<file path="src/pkg/vgwrd_pkg.sv">
// package: constants, register map and state carrier of the graphics write/read datapath
package vgwrd_pkg;
    // i/o port addresses
    localparam logic [15:0] PORT_INDEX = 16'h03ce;
    localparam logic [15:0] PORT_DATA = 16'h03cf;
    // register indices behind the data port
    localparam logic [3:0] IDX_FILL_VALUE = 4'h0;
    localparam logic [3:0] IDX_FILL_ENABLE = 4'h1;
    localparam logic [3:0] IDX_COMPARE_COLOR = 4'h2;
    localparam logic [3:0] IDX_ROTATE_LOGIC_SELECT = 4'h3;
    localparam logic [3:0] IDX_READ_PLANE_SELECT = 4'h4;
    localparam logic [3:0] IDX_GRAPHICS_MODE_CONTROL = 4'h5;
    localparam logic [3:0] IDX_MEMORY_MAP_CONTROL = 4'h6;
    localparam logic [3:0] IDX_COMPARE_PLANE_MASK = 4'h7;
    localparam logic [3:0] IDX_WRITE_BIT_MASK = 4'h8;
    localparam int NUM_REGS = 9;
    // implemented bits per register, reserved bits store and read as zero
    localparam logic [NUM_REGS-1:0][7:0] REG_IMPL_MASK = {
        8'hff, 8'h0f, 8'h0f, 8'h7b, 8'h03, 8'h1f, 8'h0f, 8'h0f, 8'h0f};
    // reset values
    localparam logic [3:0] INDEX_RESET = 4'h0;
    localparam logic [7:0] REG_RESET = 8'h00;
    // rotate / logic select fields
    localparam int ROT_CNT_LSB = 0;
    localparam int LOGIC_SEL_LSB = 3;
    // graphics mode fields
    localparam int MODE_WRITE_LSB = 0;
    localparam int MODE_READ_COMPARE = 3;
    localparam int MODE_ODD_EVEN = 4;
    localparam int MODE_INTERLEAVE = 5;
    localparam int MODE_256 = 6;
    // memory map fields
    localparam int MAP_GRAPHICS = 0;
    localparam int MAP_CHAIN_OE = 1;
    localparam int MAP_WINDOW_LSB = 2;
    // display buffer windows in host space
    localparam logic [19:0] BASE_A0000 = 20'ha0000;
    localparam logic [19:0] BASE_B0000 = 20'hb0000;
    localparam logic [19:0] BASE_B8000 = 20'hb8000;
    localparam logic [19:0] SIZE_128K = 20'h20000;
    localparam logic [19:0] SIZE_64K = 20'h10000;
    localparam logic [19:0] SIZE_32K = 20'h08000;
    // host read sequence stages
    typedef enum logic [1:0] {RD_IDLE, RD_ISSUE, RD_CAPTURE} vgwrd_rd_t;

    // logic operations
    typedef enum logic [1:0] {LOP_PASS, LOP_AND, LOP_OR, LOP_XOR} vgwrd_lop_t;
    // write modes
    typedef enum logic [1:0] {WM_FILL, WM_LATCH, WM_EXPAND, WM_MASKED} vgwrd_wmode_t;

    // whole state of the datapath
    typedef struct packed {
        logic [3:0] index;                    // graphics index
        logic [NUM_REGS-1:0][7:0] regs;       // indexed registers
        logic [3:0][7:0] latch;               // per-plane read latches
        vgwrd_rd_t rd_stage;                  // host read progress
        logic [1:0] rd_plane;                 // plane chosen for plane read
        logic [7:0] io_rdata;                 // i/o read answer
        logic io_rvalid;                      // i/o read answer pulse
        logic [7:0] host_rdata;               // host memory read answer
        logic host_rvalid;                    // host memory read pulse
        logic host_ready;                     // accepting memory requests
        logic [15:0] plane_addr;              // plane memory address
        logic plane_rd;                       // plane memory read strobe
        logic [3:0] plane_we;                 // plane memory write strobes
        logic [3:0][7:0] plane_wdata;         // per-plane write bytes
        logic shift_il;                       // serial interleave level
    } vgwrd_state_t;
endpackage : vgwrd_pkg

</file>
<file path="src/logic/vgwrd_datapath.sv">
// module: graphics controller datapath between host memory cycles and four display planes
`timescale 1ns/10ps

module vgwrd_datapath (
    input wire logic mclk,                    // 40 MHz clock
    input wire logic rstn,                    // async reset, active low
    input wire logic [15:0] io_addr,          // i/o port address
    input wire logic io_wr,                   // i/o write strobe
    input wire logic io_rd,                   // i/o read strobe
    input wire logic [7:0] io_wdata,          // i/o write data
    output logic [7:0] io_rdata,              // i/o read data
    output logic io_rvalid,                   // i/o read data valid pulse
    input wire logic mem_wr,                  // host memory write request
    input wire logic mem_rd,                  // host memory read request
    input wire logic [19:0] host_addr,        // host memory address
    input wire logic [7:0] host_wdata,        // host memory write data
    input wire logic chain4,                  // four-plane chaining from sequencer
    output logic host_ready,                  // memory requests accepted
    output logic [7:0] host_rdata,            // host memory read data
    output logic host_rvalid,                 // host read data valid pulse
    output logic [15:0] plane_addr,           // plane memory address
    output logic plane_rd,                    // plane memory read strobe
    output logic [3:0] plane_we,              // plane write strobes
    output logic [31:0] plane_wdata,          // plane write bytes, plane n at [8n+7:8n]
    input wire logic [31:0] plane_rdata,      // plane read bytes, cycle after plane_rd
    output logic shift_interleave,            // serial data odd/even interleave
    output logic shift_256,                   // 256-colour shift loading
    output logic odd_even_host,               // odd/even host addressing enabled
    output logic chain_odd_even,              // A0 selects odd/even plane
    output logic graphics_addr_mode           // graphics addressing, font latches off
);

    vgwrd_pkg::vgwrd_state_t st_ff;           // registered state
    vgwrd_pkg::vgwrd_state_t nxt_st;          // next state

    // right-rotate a byte by 0..7 positions
    function automatic logic [7:0] ror8(input logic [7:0] d, input logic [2:0] n);
        logic [15:0] w;
        w = {d, d} >> n;
        return w[7:0];
    endfunction : ror8

    // combine one byte with a latch byte by the selected operation
    function automatic logic [7:0] lop8(input logic [7:0] d, input logic [7:0] l,
                                        input vgwrd_pkg::vgwrd_lop_t op);
        logic [7:0] r;
        r = d;
        case (op)
            vgwrd_pkg::LOP_PASS: r = d;
            vgwrd_pkg::LOP_AND: r = d & l;
            vgwrd_pkg::LOP_OR: r = d | l;
            vgwrd_pkg::LOP_XOR: r = d ^ l;
            default: r = d;
        endcase
        return r;
    endfunction : lop8

    // register fields
    logic [7:0] r_fill;                       // fill values
    logic [7:0] r_fill_en;                    // fill enables
    logic [7:0] r_color;                      // compare colour
    logic [7:0] r_rot;                        // rotate and logic select
    logic [7:0] r_rps;                        // read plane select
    logic [7:0] r_mode;                       // graphics mode control
    logic [7:0] r_map;                        // memory map control
    logic [7:0] r_cmask;                      // compare plane mask
    logic [7:0] r_bmask;                      // write bit mask
    vgwrd_pkg::vgwrd_lop_t lop;               // selected logic operation
    vgwrd_pkg::vgwrd_wmode_t wmode;           // selected write mode
    logic [7:0] rotated;                      // rotated host byte
    logic win_hit;                            // address in display window
    logic [19:0] win_off;                     // offset inside window
    logic [15:0] p_addr;                      // plane address for request
    logic [3:0] oe_planes;                    // planes reachable this cycle
    logic [3:0][7:0] src;                     // per-plane data before logic op
    logic [3:0][7:0] proc;                    // per-plane data after logic op
    logic [3:0][7:0] wbyte;                   // per-plane final write byte
    logic [7:0] wmask;                        // effective write mask
    logic [7:0] cmp_res;                      // colour compare result
    logic [3:0][7:0] rd_bytes;                // plane bytes as returned

    // register fields out of the state
    always_comb begin
        r_fill = st_ff.regs[vgwrd_pkg::IDX_FILL_VALUE];
        r_fill_en = st_ff.regs[vgwrd_pkg::IDX_FILL_ENABLE];
        r_color = st_ff.regs[vgwrd_pkg::IDX_COMPARE_COLOR];
        r_rot = st_ff.regs[vgwrd_pkg::IDX_ROTATE_LOGIC_SELECT];
        r_rps = st_ff.regs[vgwrd_pkg::IDX_READ_PLANE_SELECT];
        r_mode = st_ff.regs[vgwrd_pkg::IDX_GRAPHICS_MODE_CONTROL];
        r_map = st_ff.regs[vgwrd_pkg::IDX_MEMORY_MAP_CONTROL];
        r_cmask = st_ff.regs[vgwrd_pkg::IDX_COMPARE_PLANE_MASK];
        r_bmask = st_ff.regs[vgwrd_pkg::IDX_WRITE_BIT_MASK];
        lop = vgwrd_pkg::vgwrd_lop_t'(r_rot[vgwrd_pkg::LOGIC_SEL_LSB +: 2]);
        wmode = vgwrd_pkg::vgwrd_wmode_t'(r_mode[vgwrd_pkg::MODE_WRITE_LSB +: 2]);
        rd_bytes = plane_rdata;
    end

    // display window decode
    always_comb begin
        win_hit = 1'b0;
        win_off = 20'h00000;
        case (r_map[vgwrd_pkg::MAP_WINDOW_LSB +: 2])
            2'b00: begin
                win_off = host_addr - vgwrd_pkg::BASE_A0000;
                win_hit = (host_addr >= vgwrd_pkg::BASE_A0000) &&
                          (win_off < vgwrd_pkg::SIZE_128K);
            end
            2'b01: begin
                win_off = host_addr - vgwrd_pkg::BASE_A0000;
                win_hit = (host_addr >= vgwrd_pkg::BASE_A0000) &&
                          (win_off < vgwrd_pkg::SIZE_64K);
            end
            2'b10: begin
                win_off = host_addr - vgwrd_pkg::BASE_B0000;
                win_hit = (host_addr >= vgwrd_pkg::BASE_B0000) &&
                          (win_off < vgwrd_pkg::SIZE_32K);
            end
            default: begin
                win_off = host_addr - vgwrd_pkg::BASE_B8000;
                win_hit = (host_addr >= vgwrd_pkg::BASE_B8000) &&
                          (win_off < vgwrd_pkg::SIZE_32K);
            end
        endcase
    end

    // plane address and reachable planes
    always_comb begin
        p_addr = win_off[15:0];
        oe_planes = 4'hf;
        if (r_map[vgwrd_pkg::MAP_CHAIN_OE]) begin
            // A0 replaced by a higher address bit; A0 steers odd or even planes
            p_addr = {win_off[15:1], win_off[16]};
            oe_planes = win_off[0] ? 4'ha : 4'h5;
        end
    end

    // write data path: rotate, source select, logic op, mask, latch merge
    always_comb begin
        rotated = ror8(host_wdata, r_rot[vgwrd_pkg::ROT_CNT_LSB +: 3]);
        wmask = r_bmask;
        if (wmode == vgwrd_pkg::WM_MASKED) begin
            wmask = rotated & r_bmask;
        end
        for (int n = 0; n < 4; n++) begin
            case (wmode)
                vgwrd_pkg::WM_FILL: begin
                    // fill-enabled planes take the fill bit, others the rotated byte
                    src[n] = r_fill_en[n] ? {8{r_fill[n]}} : rotated;
                end
                vgwrd_pkg::WM_EXPAND: src[n] = {8{host_wdata[n]}};
                vgwrd_pkg::WM_MASKED: src[n] = {8{r_fill[n]}};
                default: src[n] = st_ff.latch[n];
            endcase
            // logic op after rotation, in modes 0, 2 and 3 only
            proc[n] = (wmode == vgwrd_pkg::WM_LATCH) ? src[n] :
                      lop8(src[n], st_ff.latch[n], lop);
            // masked-off positions carry the latch contents
            wbyte[n] = (wmode == vgwrd_pkg::WM_LATCH) ? st_ff.latch[n] :
                       ((proc[n] & wmask) | (st_ff.latch[n] & ~wmask));
        end
    end

    // colour compare across the four returned plane bytes
    always_comb begin
        for (int b = 0; b < 8; b++) begin
            cmp_res[b] = 1'b1;
            for (int n = 0; n < 4; n++) begin
                // plane excluded when its mask bit is zero
                if (r_cmask[n] && (rd_bytes[n][b] != r_color[n])) begin
                    cmp_res[b] = 1'b0;
                end
            end
        end
    end

    // next state
    always_comb begin
        nxt_st = st_ff;
        nxt_st.io_rvalid = 1'b0;
        nxt_st.host_rvalid = 1'b0;
        nxt_st.plane_rd = 1'b0;
        nxt_st.plane_we = 4'h0;
        // i/o writes: index port, then indexed register at data port
        if (io_wr && (io_addr == vgwrd_pkg::PORT_INDEX)) begin
            nxt_st.index = io_wdata[3:0];
        end else if (io_wr && (io_addr == vgwrd_pkg::PORT_DATA)) begin
            if (st_ff.index < 4'(vgwrd_pkg::NUM_REGS)) begin
                nxt_st.regs[st_ff.index] = io_wdata &
                    vgwrd_pkg::REG_IMPL_MASK[st_ff.index];
            end
        end
        // interleave only while 256-colour loading is off, kept in a flop
        nxt_st.shift_il =
            ~nxt_st.regs[vgwrd_pkg::IDX_GRAPHICS_MODE_CONTROL][vgwrd_pkg::MODE_256] &
            nxt_st.regs[vgwrd_pkg::IDX_GRAPHICS_MODE_CONTROL][vgwrd_pkg::MODE_INTERLEAVE];
        // i/o reads: unmapped index and other ports answer zero
        if (io_rd) begin
            nxt_st.io_rvalid = 1'b1;
            nxt_st.io_rdata = 8'h00;
            if (io_addr == vgwrd_pkg::PORT_INDEX) begin
                nxt_st.io_rdata = {4'h0, st_ff.index};
            end else if ((io_addr == vgwrd_pkg::PORT_DATA) &&
                         (st_ff.index < 4'(vgwrd_pkg::NUM_REGS))) begin
                nxt_st.io_rdata = st_ff.regs[st_ff.index];
            end
        end
        // host read sequence
        case (st_ff.rd_stage)
            vgwrd_pkg::RD_IDLE: begin
                if (mem_rd && win_hit && st_ff.host_ready) begin
                    nxt_st.rd_stage = vgwrd_pkg::RD_ISSUE;
                    nxt_st.host_ready = 1'b0;
                    nxt_st.plane_rd = 1'b1;
                    nxt_st.plane_addr = p_addr;
                    // plane choice: chain4 takes the address, odd/even the A0 bit
                    if (chain4) begin
                        nxt_st.rd_plane = win_off[1:0];
                    end else if (r_map[vgwrd_pkg::MAP_CHAIN_OE]) begin
                        nxt_st.rd_plane = {r_rps[1], win_off[0]};
                    end else begin
                        nxt_st.rd_plane = r_rps[1:0];
                    end
                end else if (mem_wr && win_hit && st_ff.host_ready) begin
                    nxt_st.plane_we = oe_planes;
                    nxt_st.plane_addr = p_addr;
                    nxt_st.plane_wdata = wbyte;
                end
            end
            vgwrd_pkg::RD_ISSUE: begin
                nxt_st.rd_stage = vgwrd_pkg::RD_CAPTURE;
            end
            vgwrd_pkg::RD_CAPTURE: begin
                nxt_st.rd_stage = vgwrd_pkg::RD_IDLE;
                nxt_st.host_ready = 1'b1;
                nxt_st.host_rvalid = 1'b1;
                nxt_st.latch = rd_bytes;
                if (r_mode[vgwrd_pkg::MODE_READ_COMPARE]) begin
                    nxt_st.host_rdata = cmp_res;
                end else begin
                    nxt_st.host_rdata = rd_bytes[st_ff.rd_plane];
                end
            end
            default: begin
                nxt_st.rd_stage = vgwrd_pkg::RD_IDLE;
                nxt_st.host_ready = 1'b1;
            end
        endcase
    end

    // state register
    always_ff @(posedge mclk or negedge rstn) begin
        if (!rstn) begin
            st_ff.index <= vgwrd_pkg::INDEX_RESET;
            st_ff.regs <= {vgwrd_pkg::NUM_REGS{vgwrd_pkg::REG_RESET}};
            st_ff.latch <= 32'h00000000;
            st_ff.rd_stage <= vgwrd_pkg::RD_IDLE;
            st_ff.rd_plane <= 2'h0;
            st_ff.io_rdata <= 8'h00;
            st_ff.io_rvalid <= 1'b0;
            st_ff.host_rdata <= 8'h00;
            st_ff.host_rvalid <= 1'b0;
            st_ff.host_ready <= 1'b1;
            st_ff.plane_addr <= 16'h0000;
            st_ff.plane_rd <= 1'b0;
            st_ff.plane_we <= 4'h0;
            st_ff.plane_wdata <= 32'h00000000;
            st_ff.shift_il <= 1'b0;
        end else begin
            st_ff <= nxt_st;
        end
    end

    // outputs straight from the state flops
    assign io_rdata = st_ff.io_rdata;
    assign io_rvalid = st_ff.io_rvalid;
    assign host_ready = st_ff.host_ready;
    assign host_rdata = st_ff.host_rdata;
    assign host_rvalid = st_ff.host_rvalid;
    assign plane_addr = st_ff.plane_addr;
    assign plane_rd = st_ff.plane_rd;
    assign plane_we = st_ff.plane_we;
    assign plane_wdata = st_ff.plane_wdata;
    // mode controls toward the display and addressing logic
    assign shift_256 = r_mode[vgwrd_pkg::MODE_256];
    assign shift_interleave = st_ff.shift_il;
    assign odd_even_host = r_mode[vgwrd_pkg::MODE_ODD_EVEN];
    assign chain_odd_even = r_map[vgwrd_pkg::MAP_CHAIN_OE];
    assign graphics_addr_mode = r_map[vgwrd_pkg::MAP_GRAPHICS];

endmodule : vgwrd_datapath

</file>
<file path="config.mk">
export PLATFORM = sky130hd
export DESIGN_NAME = vgwrd_datapath
export DESIGN_NICKNAME = d
export VERILOG_FILES = /design/src/pkg/vgwrd_pkg.sv /design/src/logic/vgwrd_datapath.sv
export SDC_FILE = /design/constraint.sdc
export NUM_CORES = 1
export LEC_CHECK = 0
export BUFFER_PORTS_ARGS = -buffer_cell sky130_fd_sc_hd__buf_2
export CAP_MARGIN = 25
export CELL_PAD_IN_SITES_DETAIL_PLACEMENT = 0
export CELL_PAD_IN_SITES_GLOBAL_PLACEMENT = 1
export CORE_MARGIN = 10
export CORE_UTILIZATION = 40
export CTS_CLUSTER_SIZE = 25
export DETAILED_ROUTE_END_ITERATION = 7
export PLACE_DENSITY_LB_ADDON = 0.1
export SETUP_SLACK_MARGIN = 0.05
export SLEW_MARGIN = 10
export SYNTH_ARGS = -nofsm -noshare
export SYNTH_HDL_FRONTEND = slang
export SYNTH_SLANG_ARGS = --single-unit
</file>
<file path="constraint.sdc">
create_clock -name mclk -period 2.66 [get_ports mclk]
set_input_delay 0 -clock mclk [delete_from_list [all_inputs] [get_ports mclk]]
set_output_delay 0 -clock mclk [all_outputs]
set_load 0.05 [all_outputs]
</file>
== After elaboration in Yosys (flattened, before gate mapping) ==
Memories as Yosys holds them, arrays and structs flattened.
Cells that the tools add are included.
Storage, ports and cells
  flip-flop bits (word level): 185
  ROM bits: 128
  input port bits: 91
  output and inout port bits: 77
  memories: 1
Memories
  (name not given): words 16, bits a word 8, read ports 1, clocked after Yosys merged registers in 0, wr ports 0, line vgwrd_datapath.sv:189  | vgwrd_pkg::REG_IMPL_MASK[st_ff.index];
Operators by class
  add/subtract/negate cells: 3
  $lt $le $gt $ge: 11
  equality and inequality tests: 45
  shifts and indexed selects: 1
  mux-type cells: 86
  bitwise logic cells: 32
  reductions and logical operators: 55
Operators by type and width (count)
  $mux W8: 20
  $mux W47: 3
  $pmux W8 S4: 4
  $and A8 B8 Y8: 14
  $pmux W8 S3: 4
  $bwmux W72: 1
  $mux W36: 2
  $or A8 B8 Y8: 8
  $ge A20 B20 Y1 const B: 3
  $sub A20 B20 Y20 const B: 3
  $logic_and A1 B1 Y1: 44
  $lt A20 B16 Y1 const B: 2
  $mux W1: 38
  $mux W37: 1
  $pmux W17 S2: 1
  $bmux W8 S4: 1
  $demux W8 S4: 1
  $eq A16 B10 Y1 const B: 2
  $mux W16: 2
  $ne A1 B1 Y1: 32
  $xor A8 B8 Y8: 4
  $lt A20 B17 Y1 const B: 1
  $lt A20 B18 Y1 const B: 1
  $bmux W8 S2: 1
  21 further kinds: 40

== Logic depth before layout (Yosys ltp) ==
Gate-level depths: netlist (run 1).
  depth in word-level cells: 12
  mapped depth: 14
  mapped depth without buffers: 11

== Worst setup path before layout (run 1) ==
OpenSTA, ideal clock, no wires.
  path kind: register to register
  from: reg st_ff (netlist bit r_rot[0])
  to: reg, netlist name plane_wdata[17]
  setup time: 125 ps
  arrival: 2586 ps
  setup slack: -51 ps
  cell stages (with the launch flop): 13
  path buffers: 1
  cells stage by stage: dfrtp_1 -> buf_2 -> mux4_2 -> mux2_2 -> o21ai_0 -> nand2_1 -> nand2_1 -> ha_1 -> nand2_1 -> o21ai_0 -> a222oi_1 -> o31ai_1 -> mux2_2
Between the ends
  cells in the longest elaborated chain, start to end: 9
  elaborated cells between the ends (all ways): 15
Ends and longest elaborated chain
  from (decl): line vgwrd_datapath.sv:33  | vgwrd_pkg::vgwrd_state_t st_ff;
  from (signal assigned): line vgwrd_datapath.sv:269  | st_ff <= nxt_st;
  $shr A16 B3 Y8 *: line vgwrd_datapath.sv:39  | w = {d, d} >> n;
  $mux W8: line vgwrd_datapath.sv:148  | src[n] = r_fill_en[n] ? {8{r_fill[n]}} : rotated;
  $pmux W8 S3: line vgwrd_datapath.sv:145  | case (wmode)
  $xor A8 B8 Y8 (tied with other cells): line vgwrd_datapath.sv:52  | vgwrd_pkg::LOP_XOR: r = d ^ l;
  $pmux W8 S4: line vgwrd_datapath.sv:48  | case (op)
  $mux W8: line vgwrd_datapath.sv:155  | proc[n] = (wmode == vgwrd_pkg::WM_LATCH) ? src[n] :
  $and A8 B8 Y8: line vgwrd_datapath.sv:159  | ((proc[n] & wmask) | (st_ff.latch[n] & ~wmask));
  $or A8 B8 Y8 *: line vgwrd_datapath.sv:159
  $mux W8 *: line vgwrd_datapath.sv:158  | wbyte[n] = (wmode == vgwrd_pkg::WM_LATCH) ? st_ff.latch[n] :
Mark *: on every way between the ends. The rest lies on a longest branch, timed or not.
A chain may end at the register's enable or synchronous reset.

== Final worst setup path (run 1) ==
  from: reg st_ff (netlist bit r_rot[0])
  to: reg, netlist name plane_wdata[3]
Between the ends
  cells in the longest elaborated chain, start to end: 9
  elaborated cells between the ends (all ways): 15
Ends and longest elaborated chain (line)
  $shr A16 B3 Y8 *: vgwrd_datapath.sv:39
  $mux W8: vgwrd_datapath.sv:148
  $pmux W8 S3: vgwrd_datapath.sv:145
  $xor A8 B8 Y8 (tied with other cells): vgwrd_datapath.sv:52
  $pmux W8 S4: vgwrd_datapath.sv:48
  $mux W8: vgwrd_datapath.sv:155
  $and A8 B8 Y8: vgwrd_datapath.sv:159
  $or A8 B8 Y8 *: vgwrd_datapath.sv:159
  $mux W8 *: vgwrd_datapath.sv:158
Marks and branches as above.

==> results of run 1 <==
-- synthesized netlist by cell type, drive strengths merged (10+ instances only) --
library cell / n
nor4b: 13
nor2: 45
a22o: 10
buf: 95
a22oi: 21
ha: 68
o211ai: 20
clkbuf: 57
and2: 33
dfrtp: 182
mux4: 33
a31oi: 18
mux2: 90
nor2b: 35
mux2i: 33
o21ai: 88
o221ai: 15
and3: 15
a21oi: 40
a211o: 11
a221oi: 11
o22ai: 10
xor2: 33
inv: 93
nand2: 97
-- critical path, stage by stage, from the launching register on --
cell      delay (ps)
dfrtp_2          440
buf_6            130
mux4_2           500
mux2_4           320
o21ai_2          160
a22oi_2           80
inv_2             80
ha_4             130
nand2_2           40
o211ai_1         100
o21ai_1           90
or4_4            540
a31oi_1          180
-- layer usage --
layer | track usage (%) | wire, um | vias up
li1 | - | - | 5120
met1 | 30.04 | 19840 | 5519
met2 | 40.33 | 23180 | 260
met3 | 2.903 | 1661 | 48
met4 | 6.634 | 894 | 0
met5 | 0 | 0 | -
-- per-stage QoR --
stage | instance area [um^2] | std cells | util (%)
2_1_floorplan | 12680 | 1289 | -
3_3_place_gp | 14450 | 1865 | 46.01
3_5_place_dp | 14450 | 1865 | 46.01
4_1_cts | 15920 | 1970 | 50.73
5_1_grt | 16280 | 1982 | 51.85
6_report | 16280 | 1982 | 51.85
-- timing repair --
| item | in CTS | in global routing |
|---|---|---|
| hold endpoints to repair | 142 | 0 |
| gates resized for setup | 67 | 68 |
| pin swaps | 57 | 49 |
| endpoints found under the setup margin | 32 | 32 |
| hold buffers | 60 | 0 |
| setup buffers | 14 | 13 |
-- state kept, by name (all words and copies together) (netlist names), 2 cells and up --
| signal | count |
|---|---|
| r_fill | 8 |
| r_mode | 8 |
| r_rot | 8 |
| r_cmask | 8 |
| r_rps | 8 |
| r_bmask | 8 |
| host_rdata | 8 |
| plane_wdata | 32 |
| r_map | 8 |
| r_color | 8 |
| r_fill_en | 8 |
| io_rdata | 8 |
| st_ff | 40 |
| plane_addr | 16 |
| plane_we | 2 |
-- report_power, final --
group / internal (W) / switching, W
logic: 0.00160 / 0.00293
registers: 0.00348 / 0.000790
clock network: 0.00134 / 0.00133
-- cell type report --
cell class / count / area [um^2] / area share, %
Clock buffer: 18 / 429.2 / 2.637
Multi-Input combinational cell: 861 / 7301 / 44.85
Timing Repair Buffer: 411 / 2950 / 18.13
Inverter: 93 / 349.1 / 2.145
Clock inverter: 14 / 157.7 / 0.9686
Tap cell: 402 / 503.0 / 3.090
Sequential cell: 183 / 4587 / 28.18
-- cell families (layout without fill, tap and decap cells) --
group	after synthesis	after routing	synth area share, %
mux	156	156	16.50
xor+xnor	34	34	2.354
fa+ha+maj	68	68	6.725
compound gates	292	292	15.31
simple gates	311	311	13.50
buf+inv	245	536	9.415
flops	183	183	36.20
-- layout by cell type (no fill, tap or decap), drive strengths merged, types with 10 or more instances in the layout --
cell / count
nor2b: 35
o211ai: 20
inv: 100
a22o: 10
nor4b: 13
dfrtp: 182
mux2: 90
mux4: 33
buf: 350
nor2: 45
clkbuf: 19
and3: 15
a221oi: 11
a211o: 11
xor2: 33
o21ai: 88
nand2: 97
ha: 68
o221ai: 15
mux2i: 33
a22oi: 21
dlygate4sd3: 60
a31oi: 18
and2: 33
o22ai: 10
a21oi: 40
-- how the worst max path moves through the flow --
stage	end	slack, ps	depth (start not counted)
6_report	plane_wdata[3]$_DFFE_PN0P_	-200	12
5_1_grt	plane_wdata[22]$_DFFE_PN0P_	-330	13
4_1_cts	plane_wdata[6]$_DFFE_PN0P_	-140	12
3_5_place_dp	plane_wdata[5]$_DFFE_PN0P_	-510	12
3_3_place_gp	plane_wdata[5]$_DFFE_PN0P_	-460	12
2_1_floorplan	plane_wdata[17]$_DFFE_PN0P_	30	12
==> run summary, run 1 <==
CTS Root Buffer Type -> clkbuf_16
Main synth FF type -> dfrtp_1
Syn. warnings -> 0
post-DP HPWL -> 33,960 um
leakage power -> 7.807 nW
fill count -> 2,984
n_diodes -> 0
R2R setup slack -> -200 ps
reg2reg start -> r_rot[0]$_DFFE_PN0P_
maxcap violations -> 0
worst slew pin tran -> 942.0 ps
Post-Syn Instances -> 1,289
Rel. slew slack -> 36.62%
Core Area -> 31,390 um^2
# IOs -> 168
global-route wire length before repair -> 69,750 um
initial antenna violation count -> 0
FP Rows -> 65
post-synthesis net count -> 1,448
Routed WL -> 45,570 um
Final Hold Fails -> 0
CTS tree -> built
status -> finished with violations
post-synth top area cell -> dfrtp_1
critical path fanouts, max -> 6
FMAX -> 349.4 MHz
total global-route track usage -> 23.38%
Critical R2R Capture -> plane_wdata[3]$_DFFE_PN0P_
Final GP Congestion -> 0.8739
Post-DRT Antenna Nets -> 0
via/cell ratio -> 5.523
number of global-route vias before repair -> 11,283
Post-synth EDFFs -> 0
worst-case clock buffer depth -> 2
final setup violation count -> 27
final slew viol count -> 0
Reg clk slew, reported paths -> 80 ps
post-synth cell types -> 66
hold depth -> 5
Worst Hold Launch -> host_addr[16]
critical path required time -> 3030 ps
worst skew pair latency -> 450 ps
Reg2Reg Depth -> 12
global route overflow -> 0
top post-synthesis cells by area -> dfrtp_1, mux2_2, ha_1, mux4_2, buf_4
Nets -> 1,726
failing checks -> negative setup slack
area grow syn2layout -> 28.65%
residual DRC count -> 0
final worst slack -> -202.4 ps
Clock Skew -> 10.63 ps
post-synth top area share -> 36.00%
Avg Synthesized Cell Area -> 9.815 um^2
pre-CTS setup slack -> -508.4 ps
CP arrival -> 3240 ps
share of cells above drive strength 1 -> 37.97%
Async S/R FF share, synth -> 100.0%
Die Y -> 197.9 um
routed len/inst -> 22.99 um
Critical Path End Type -> flop
# clock sinks -> 183
H-Tree Depth -> 4
via count -> 10,947
maximum resistive drop on vdd -> 844.6 uV
RSZ-0062 raised after global routing -> true
Yosys reg bits -> 183
critical path startpoint -> r_rot[0]$_DFFE_PN0P_
Hold Slack -> 34.13 ps
Final Cycle Share -> 107.6%
Setup Crit Path Kind -> flop to flop
die area -> 39,140 um^2
Post-Route Setup TNS -> -2432 ps
initial drt markers -> 710
mapped cell area -> 12,650 um^2
Pre-Repair DR Iteration Count -> 6
total CTS buffers -> 17
Initial Util -> 40.30%
Min-Delay Path Class -> input pin to flop
Tot Pwr -> 0.01147 W
# port buffers -> 167
PD cells -> 704.5 nW/um^2
largest net degree at the start of global routing -> 76
Worst Setup Start Kind -> flop
Hold Crit Endpoint -> plane_addr[0]$_DFFE_PN0P_
Seq/Total Area, Yosys -> 36.20%
final period demand of the worst path -> 2862 ps
die span in x -> 197.9 um
Power figures use the tool's default switching activity.
==> run 2, diff against run 1 <==
SKIP_LAST_GASP = 1   (was default)
==> run 2 against run 1 <==
Effect of this change:
- the run still ends with negative setup slack left
- clock power about the same
- hold slack about the same
- highest routed layer unchanged
- cell area decreased by 0.28%
- clock skew increased by 1.2 ps
- combinational power about the same
==> run summary, run 2 (synthesis results as in run 1) <==
status -> finished with violations (unchanged)
failing checks -> negative setup slack (unchanged)
Final GP Congestion -> 0.8739 (unchanged)
Die Y -> 197.9 um (unchanged)
most common cell after layout, fill and taps aside -> dfrtp_1 (unchanged)
Finished Cell Area -> 16,230 um^2 (was 16,280 um^2)
initial drt markers -> 705 (was 710)
leakage power -> 7.800 nW (was 7.807 nW)
Min-Delay Path Class -> input pin to flop (unchanged)
Setup Crit Path Kind -> flop to flop (unchanged)
post-DP HPWL -> 33,960 um (unchanged)
Critical Path End Type -> flop (unchanged)
total global-route track usage -> 23.38% (unchanged)
FMAX -> 348.7 MHz (was 349.4 MHz)
critical path required time -> 3050 ps (was 3030 ps)
Tot Pwr -> 0.01144 W (was 0.01147 W)
die area -> 39,140 um^2 (unchanged)
total CTS buffers -> 17 (unchanged)
Routed WL -> 45,580 um (was 45,570 um)
maximum resistive drop on vdd -> 844.6 uV (about the same)
Reg2Reg Depth -> 13 (was 12)
Post-DRT Antenna Nets -> 0 (unchanged)
final setup violation count -> 27 (unchanged)
pre-CTS setup slack -> -508.4 ps (unchanged)
max reg flops -> 40 (unchanged)
die span in x -> 197.9 um (unchanged)
share of cells above drive strength 1 -> 37.72% (was 37.97%)
area grow syn2layout -> 28.28% (was 28.65%)
RSZ-0062 raised after global routing -> true (unchanged)
n_diodes -> 0 (unchanged)
Pre-Repair DR Iteration Count -> 5 (was 6)
global route overflow -> 0 (unchanged)
maxcap violations -> 0 (unchanged)
Reg clk slew, reported paths -> 80 ps (about the same)
# port buffers -> 167 (unchanged)
Nets -> 1,726 (unchanged)
Final Cycle Share -> 107.8% (was 107.6%)
worst slew pin tran -> 943.3 ps (was 942.0 ps)
CP arrival -> 3260 ps (was 3240 ps)
critical path fanouts, max -> 6 (unchanged)
Final Hold Fails -> 0 (unchanged)
Core Util, Final -> 51.70% (was 51.85%)
# IOs -> 168 (unchanged)
Worst Setup Start Kind -> flop (unchanged)
PD cells -> 704.9 nW/um^2 (was 704.5 nW/um^2)
residual DRC count -> 0 (unchanged)
via count -> 10,946 (was 10,947)
CTS tree -> built (unchanged)
DP Area -> 14,450 um^2 (unchanged)
final worst slack -> -208.0 ps (was -202.4 ps)
worst-case clock buffer depth -> 2 (unchanged)
Clock Skew -> 11.82 ps (was 10.63 ps)
global-route wire length before repair -> 69,750 um (unchanged)
hold depth -> 5 (unchanged)
largest net degree at the start of global routing -> 76 (unchanged)
largest register by flop count -> st_ff (unchanged)
via/cell ratio -> 5.523 (about the same)
routed len/inst -> 23.00 um (was 22.99 um)
H-Tree Depth -> 4 (unchanged)
final period demand of the worst path -> 2868 ps (was 2862 ps)
CTS Root Buffer Type -> clkbuf_16 (unchanged)
Core Area -> 31,390 um^2 (unchanged)
# clock sinks -> 183 (unchanged)
Rel. slew slack -> 36.53% (was 36.62%)
worst skew pair latency -> 460 ps (was 450 ps)
initial antenna violation count -> 0 (unchanged)
final slew viol count -> 0 (unchanged)
number of global-route vias before repair -> 11,283 (unchanged)
Initial Util -> 40.30% (unchanged)
FP Rows -> 65 (unchanged)
Top Registers -> st_ff (40), plane_wdata (32), plane_addr (16) (unchanged)
most frequent cells in the layout -> dfrtp_1, buf_4, buf_2, nand2_1, inv_1 (was dfrtp_1, buf_2, buf_4, nand2_1, inv_1)
-- run 2: cell count changes in the layout (fill, tap and decap cells not counted), moves of 2 or more --
| cell | before | now |
|---|---|---|
| buf_4 | 165 | 168 |
| buf_6 | 13 | 10 |
| ha_1 | 64 | 66 |
| o21ai_0 | 52 | 54 |
| o21ai_1 | 18 | 16 |
-- run 2: final cells by class --
| type | count | area [um^2] |
|---|---|---|
| clock inverters | 14 | 157.7 |
| fillers | 2980 | 15160 |
| flip-flops and latches | 183 | 4587 |
| well taps | 402 | 503.0 |
| clock buffers | 18 | 429.2 |
| inverters | 93 | 349.1 |
| repair buffers | 411 | 2939 |
| multi-input cells | 861 | 7266 |
-- run 2: worst max-delay path: stages (launching register included) --
cell and delay, ps:
dfrtp_2 440, buf_4 130, mux4_2 510, mux2_4 320
buf_6 120, o21ai_2 120, a22oi_2 80, inv_1 60
ha_1 110, nand2_1 50, o211ai_1 100, o221ai_1 160
o41ai_2 380, mux2_4 210
-- run 2: path summary, 6_finish.rpt --
check,start,endpoint,slack [ps]
hold / removal,host_addr[16],plane_addr[0]$_DFFE_PN0P_,30
hold reg to reg,r_map[7]$_DFFE_PN0P_,r_map[7]$_DFFE_PN0P_,480
max in group asynchronous,rstn,plane_wdata[13]$_DFFE_PN0P_,1700
setup reg to reg,r_rot[0]$_DFFE_PN0P_,plane_wdata[6]$_DFFE_PN0P_,-210
setup / recovery,r_rot[0]$_DFFE_PN0P_,plane_wdata[6]$_DFFE_PN0P_,-210
min in group asynchronous,rstn,plane_addr[2]$_DFFE_PN0P_,100
-- run 2: what timing repair did --
action / 4_1_cts / 5_1_grt
pin swaps: 57 / 49
setup buffers: 14 / 13
resized for setup: 67 / 57
hold endpoints to repair: 142 / 0
setup endpoints to repair: 32 / 32
hold buffers: 60 / 0
-- run 2: power by group --
group	switching, W	total (W)	internal [W]
Sequential	0.000786	0.00427	0.00348
Combinational	0.00293	0.00451	0.00158
Clock	0.00132	0.00266	0.00134
Total	0.00503	0.0114	0.00641
-- run 2: per-layer routing --
metal / global-route usage (%) / up-vias / part of all wire, %
li1: - / 5131 / -
met2: 40.33 / 264 / 51
met1: 30.04 / 5499 / 43
met3: 2.903 / 52 / 3.8
met5: 0 / - / 0
met4: 6.634 / 0 / 2.0
-- run 2: metrics by stage --
stage	TNS, ps	hold WS [ps]	instances
finish	-2559	33.85	1982
floorplan	0	-295.6	1289
global route	-7011	80.40	1982
CTS	-1759	24.68	1970
global placement	-6910	36.48	1865
detailed placement	-8977	38.97	1865
==> run 3, diff against run 2 <==
PLACE_DENSITY = 0.85   (was default)
PLACE_DENSITY_LB_ADDON = default   (was 0.1)
==> run 3 against run 2 <==
Effect of this change:
- combinational power down 4%
- largest power group unchanged
- register-to-register slack better by 40 ps
- largest cell class unchanged
- critical endpoint is now plane_wdata[8]$_DFFE_PN0P_
- core utilization down 0.67 points
- the flow still finishes with violations (negative setup slack)
==> run summary, run 3 (synthesis results as in run 1) <==
# clock sinks -> 183 (unchanged)
Reg clk slew, reported paths -> 70 ps (was 80 ps)
Routed WL -> 42,890 um (was 45,580 um)
PD cells -> 715.2 nW/um^2 (was 704.9 nW/um^2)
fill count -> 2,786 (was 2,980)
maximum resistive drop on vdd -> 852.8 uV (was 844.6 uV)
critical path required time -> 2970 ps (was 3050 ps)
Post-DRT Antenna Nets -> 0 (unchanged)
H-Tree Depth -> 4 (unchanged)
critical path depth in cells -> 12 (was 13)
crit-path leading delay family -> multiplexers (unchanged)
largest register by flop count -> st_ff (unchanged)
worst skew pair latency -> 440 ps (was 460 ps)
die span in x -> 197.9 um (unchanged)
Initial Util -> 40.30% (unchanged)
via/cell ratio -> 5.688 (was 5.523)
final setup violation count -> 23 (was 27)
Final Cycle Share -> 106.2% (was 107.8%)
residual DRC count -> 0 (unchanged)
Worst Hold Launch -> host_addr[16] (unchanged)
CTS Root Buffer Type -> clkbuf_16 (unchanged)
initial drt markers -> 886 (was 705)
status -> finished with violations (unchanged)
Critical R2R Capture -> plane_wdata[8]$_DFFE_PN0P_ (was plane_wdata[6]$_DFFE_PN0P_)
die area -> 39,140 um^2 (unchanged)
Clock Skew -> 11.14 ps (was 11.82 ps)
CP arrival -> 3140 ps (was 3260 ps)
total global-route track usage -> 21.82% (was 23.38%)
number of global-route vias before repair -> 11,612 (was 11,283)
R2R setup slack -> -160 ps (was -210 ps)
P_sw -> 0.004872 W (was 0.005035 W)
Rel. slew slack -> 54.17% (was 36.53%)
critical path fanouts, max -> 4 (was 6)
Setup Crit Path Kind -> flop to flop (unchanged)
via count -> 11,142 (was 10,946)
Critical Path End Type -> flop (unchanged)
RSZ-0062 raised after global routing -> true (unchanged)
Comb pwr share -> 38.0% (was 39.4%)
max reg flops -> 40 (unchanged)
final worst slack -> -164.2 ps (was -208.0 ps)
share of cells above drive strength 1 -> 35.61% (was 37.72%)
CP Buf/Inv Count -> 3 (unchanged)
initial antenna violation count -> 4 (was 0)
global route overflow -> 0 (unchanged)
reg2reg start -> r_rot[0]$_DFFE_PN0P_ (unchanged)
most frequent cells in the layout -> dfrtp_1, buf_2, buf_4, nand2_1, inv_1 (was dfrtp_1, buf_4, buf_2, nand2_1, inv_1)
FP Rows -> 65 (unchanged)
Pre-Repair DR Iteration Count -> 5 (unchanged)
Tot Pwr -> 0.01146 W (was 0.01144 W)
Top Registers -> st_ff (40), plane_wdata (32), plane_addr (16) (unchanged)
routed len/inst -> 21.89 um (was 23.00 um)
critical path startpoint -> r_rot[0]$_DFFE_PN0P_ (unchanged)
internal power -> 0.006586 W (was 0.006406 W)
Die Y -> 197.9 um (unchanged)
Final Hold Fails -> 0 (unchanged)
crit path cell chain -> buf_12 -> mux4_2 -> buf_4 -> mux2_4 -> buf_6 -> o21a_1 -> o22ai_2 -> ha_1 -> a21oi_1 -> a21oi_1 -> o2111ai_1 -> o211ai_1 (was buf_4 -> mux4_2 -> mux2_4 -> buf_6 -> o21ai_2 -> a22oi_2 -> inv_1 -> ha_1 -> nand2_1 -> o211ai_1 -> o221ai_1 -> o41ai_2 -> mux2_4)
CP peak stage delay -> 500 ps (was 510 ps)
# IOs -> 168 (unchanged)
maxcap violations -> 0 (unchanged)
FMAX -> 354.1 MHz (was 348.7 MHz)
worst slew pin tran -> 687.4 ps (was 943.3 ps)
Post-Route Setup TNS -> -1905 ps (was -2559 ps)
final period demand of the worst path -> 2824 ps (was 2868 ps)
Min-Delay Path Class -> input pin to flop (unchanged)
leakage power -> 7.707 nW (was 7.800 nW)
failing checks -> negative setup slack (unchanged)
global-route wire length before repair -> 66,380 um (was 69,750 um)
Placed Cells -> 1,847 (was 1,865)
Final GP Congestion -> 0.9493 (was 0.8739)
crit path capture -> plane_wdata[8]$_DFFE_PN0P_ (was plane_wdata[6]$_DFFE_PN0P_)
final cell count without fillers -> 1,959 (was 1,982)
Nets -> 1,699 (was 1,726)
largest net degree at the start of global routing -> 82 (was 76)
Reg2Reg Depth -> 12 (was 13)
post-DP HPWL -> 32,110 um (was 33,960 um)
Core Util, Final -> 51.03% (was 51.70%)
pre-CTS setup slack -> -250.1 ps (was -508.4 ps)
# port buffers -> 167 (unchanged)
Clock power frac -> 24.6% (was 23.3%)
Net Sw Frac -> 42.52% (was 44.01%)
slowest CP cell -> mux4_2 (unchanged)
most common cell after layout, fill and taps aside -> dfrtp_1 (unchanged)
Core Area -> 31,390 um^2 (unchanged)
crit-path most repeated cell -> a21oi_1 (was mux2_4)
Worst Setup Start Kind -> flop (unchanged)
final slew viol count -> 0 (unchanged)
worst-case clock buffer depth -> 2 (unchanged)
CTS tree -> built (unchanged)
area grow syn2layout -> 26.62% (was 28.28%)
sequential share of power -> 37.5% (was 37.3%)
total CTS buffers -> 17 (unchanged)
-- run 3: per-layer routing --
metal | GRT usage, % | vias to the layer above | wire [um]
met5 | 0 | - | 13
met4 | 8.741 | 2 | 1469
met3 | 3.616 | 89 | 2843
met2 | 36.81 | 444 | 21080
met1 | 27.23 | 5536 | 17490
li1 | - | 5071 | -
-- run 3: layout make-up --
cell class / instances / area (um^2) / share of cell area, %
diodes: 4 / 10.01 / 0.06248
clock buffers: 18 / 429.2 / 2.679
clock inverters: 14 / 220.2 / 1.375
inverters: 93 / 349.1 / 2.179
multi-input cells: 861 / 7183 / 44.84
flip-flops and latches: 183 / 4588 / 28.64
well taps: 402 / 503.0 / 3.140
repair buffers: 384 / 2738 / 17.09
-- run 3: stage by stage --
step | area (um^2) | hold slack (ps)
6_report | 16020 | 58.54
5_1_grt | 16010 | 90.28
4_1_cts | 15810 | 49.34
3_5_place_dp | 14310 | 93.23
3_3_place_gp | 14310 | 96.75
2_1_floorplan | 12680 | -295.6
-- run 3: worst min-delay path: stages --
cell	delay, ps
buf_2	130
inv_1	80
o211ai_1	100
o21ai_0	80
mux2i_1	60
-- run 3: how the worst min path moves through the flow --
stage,to,cells after the start
6_report,plane_addr[0]$_DFFE_PN0P_,5
3_5_place_dp,io_rdata[4]$_DFFE_PN0P_,1
4_1_cts,plane_addr[0]$_DFFE_PN0P_,5
3_3_place_gp,io_rdata[7]$_DFFE_PN0P_,1
5_1_grt,plane_addr[0]$_DFFE_PN0P_,5
2_1_floorplan,host_rdata[0]$_DFFE_PN0P_,0
-- run 3: power by group through the flow --
stage | clock (W) | sequential [W] | combinational (W)
4_1_cts | 0.00286 | 0.00426 | 0.00435
3_5_place_dp | 0 | 0.00430 | 0.00422
3_3_place_gp | 0 | 0.00426 | 0.00410
5_1_grt | 0.00297 | 0.00437 | 0.00470
2_1_floorplan | 0 | 0.00396 | 0.00374
6_report | 0.00281 | 0.00429 | 0.00435
-- run 3: what timing repair did --
action / CTS / global route
pin swaps: 71 / 44
hold buffers: 60 / 0
gates resized for setup: 74 / 31
endpoints found under the hold margin: 164 / 0
setup buffers: 8 / 7
setup endpoints to repair: 31 / 32
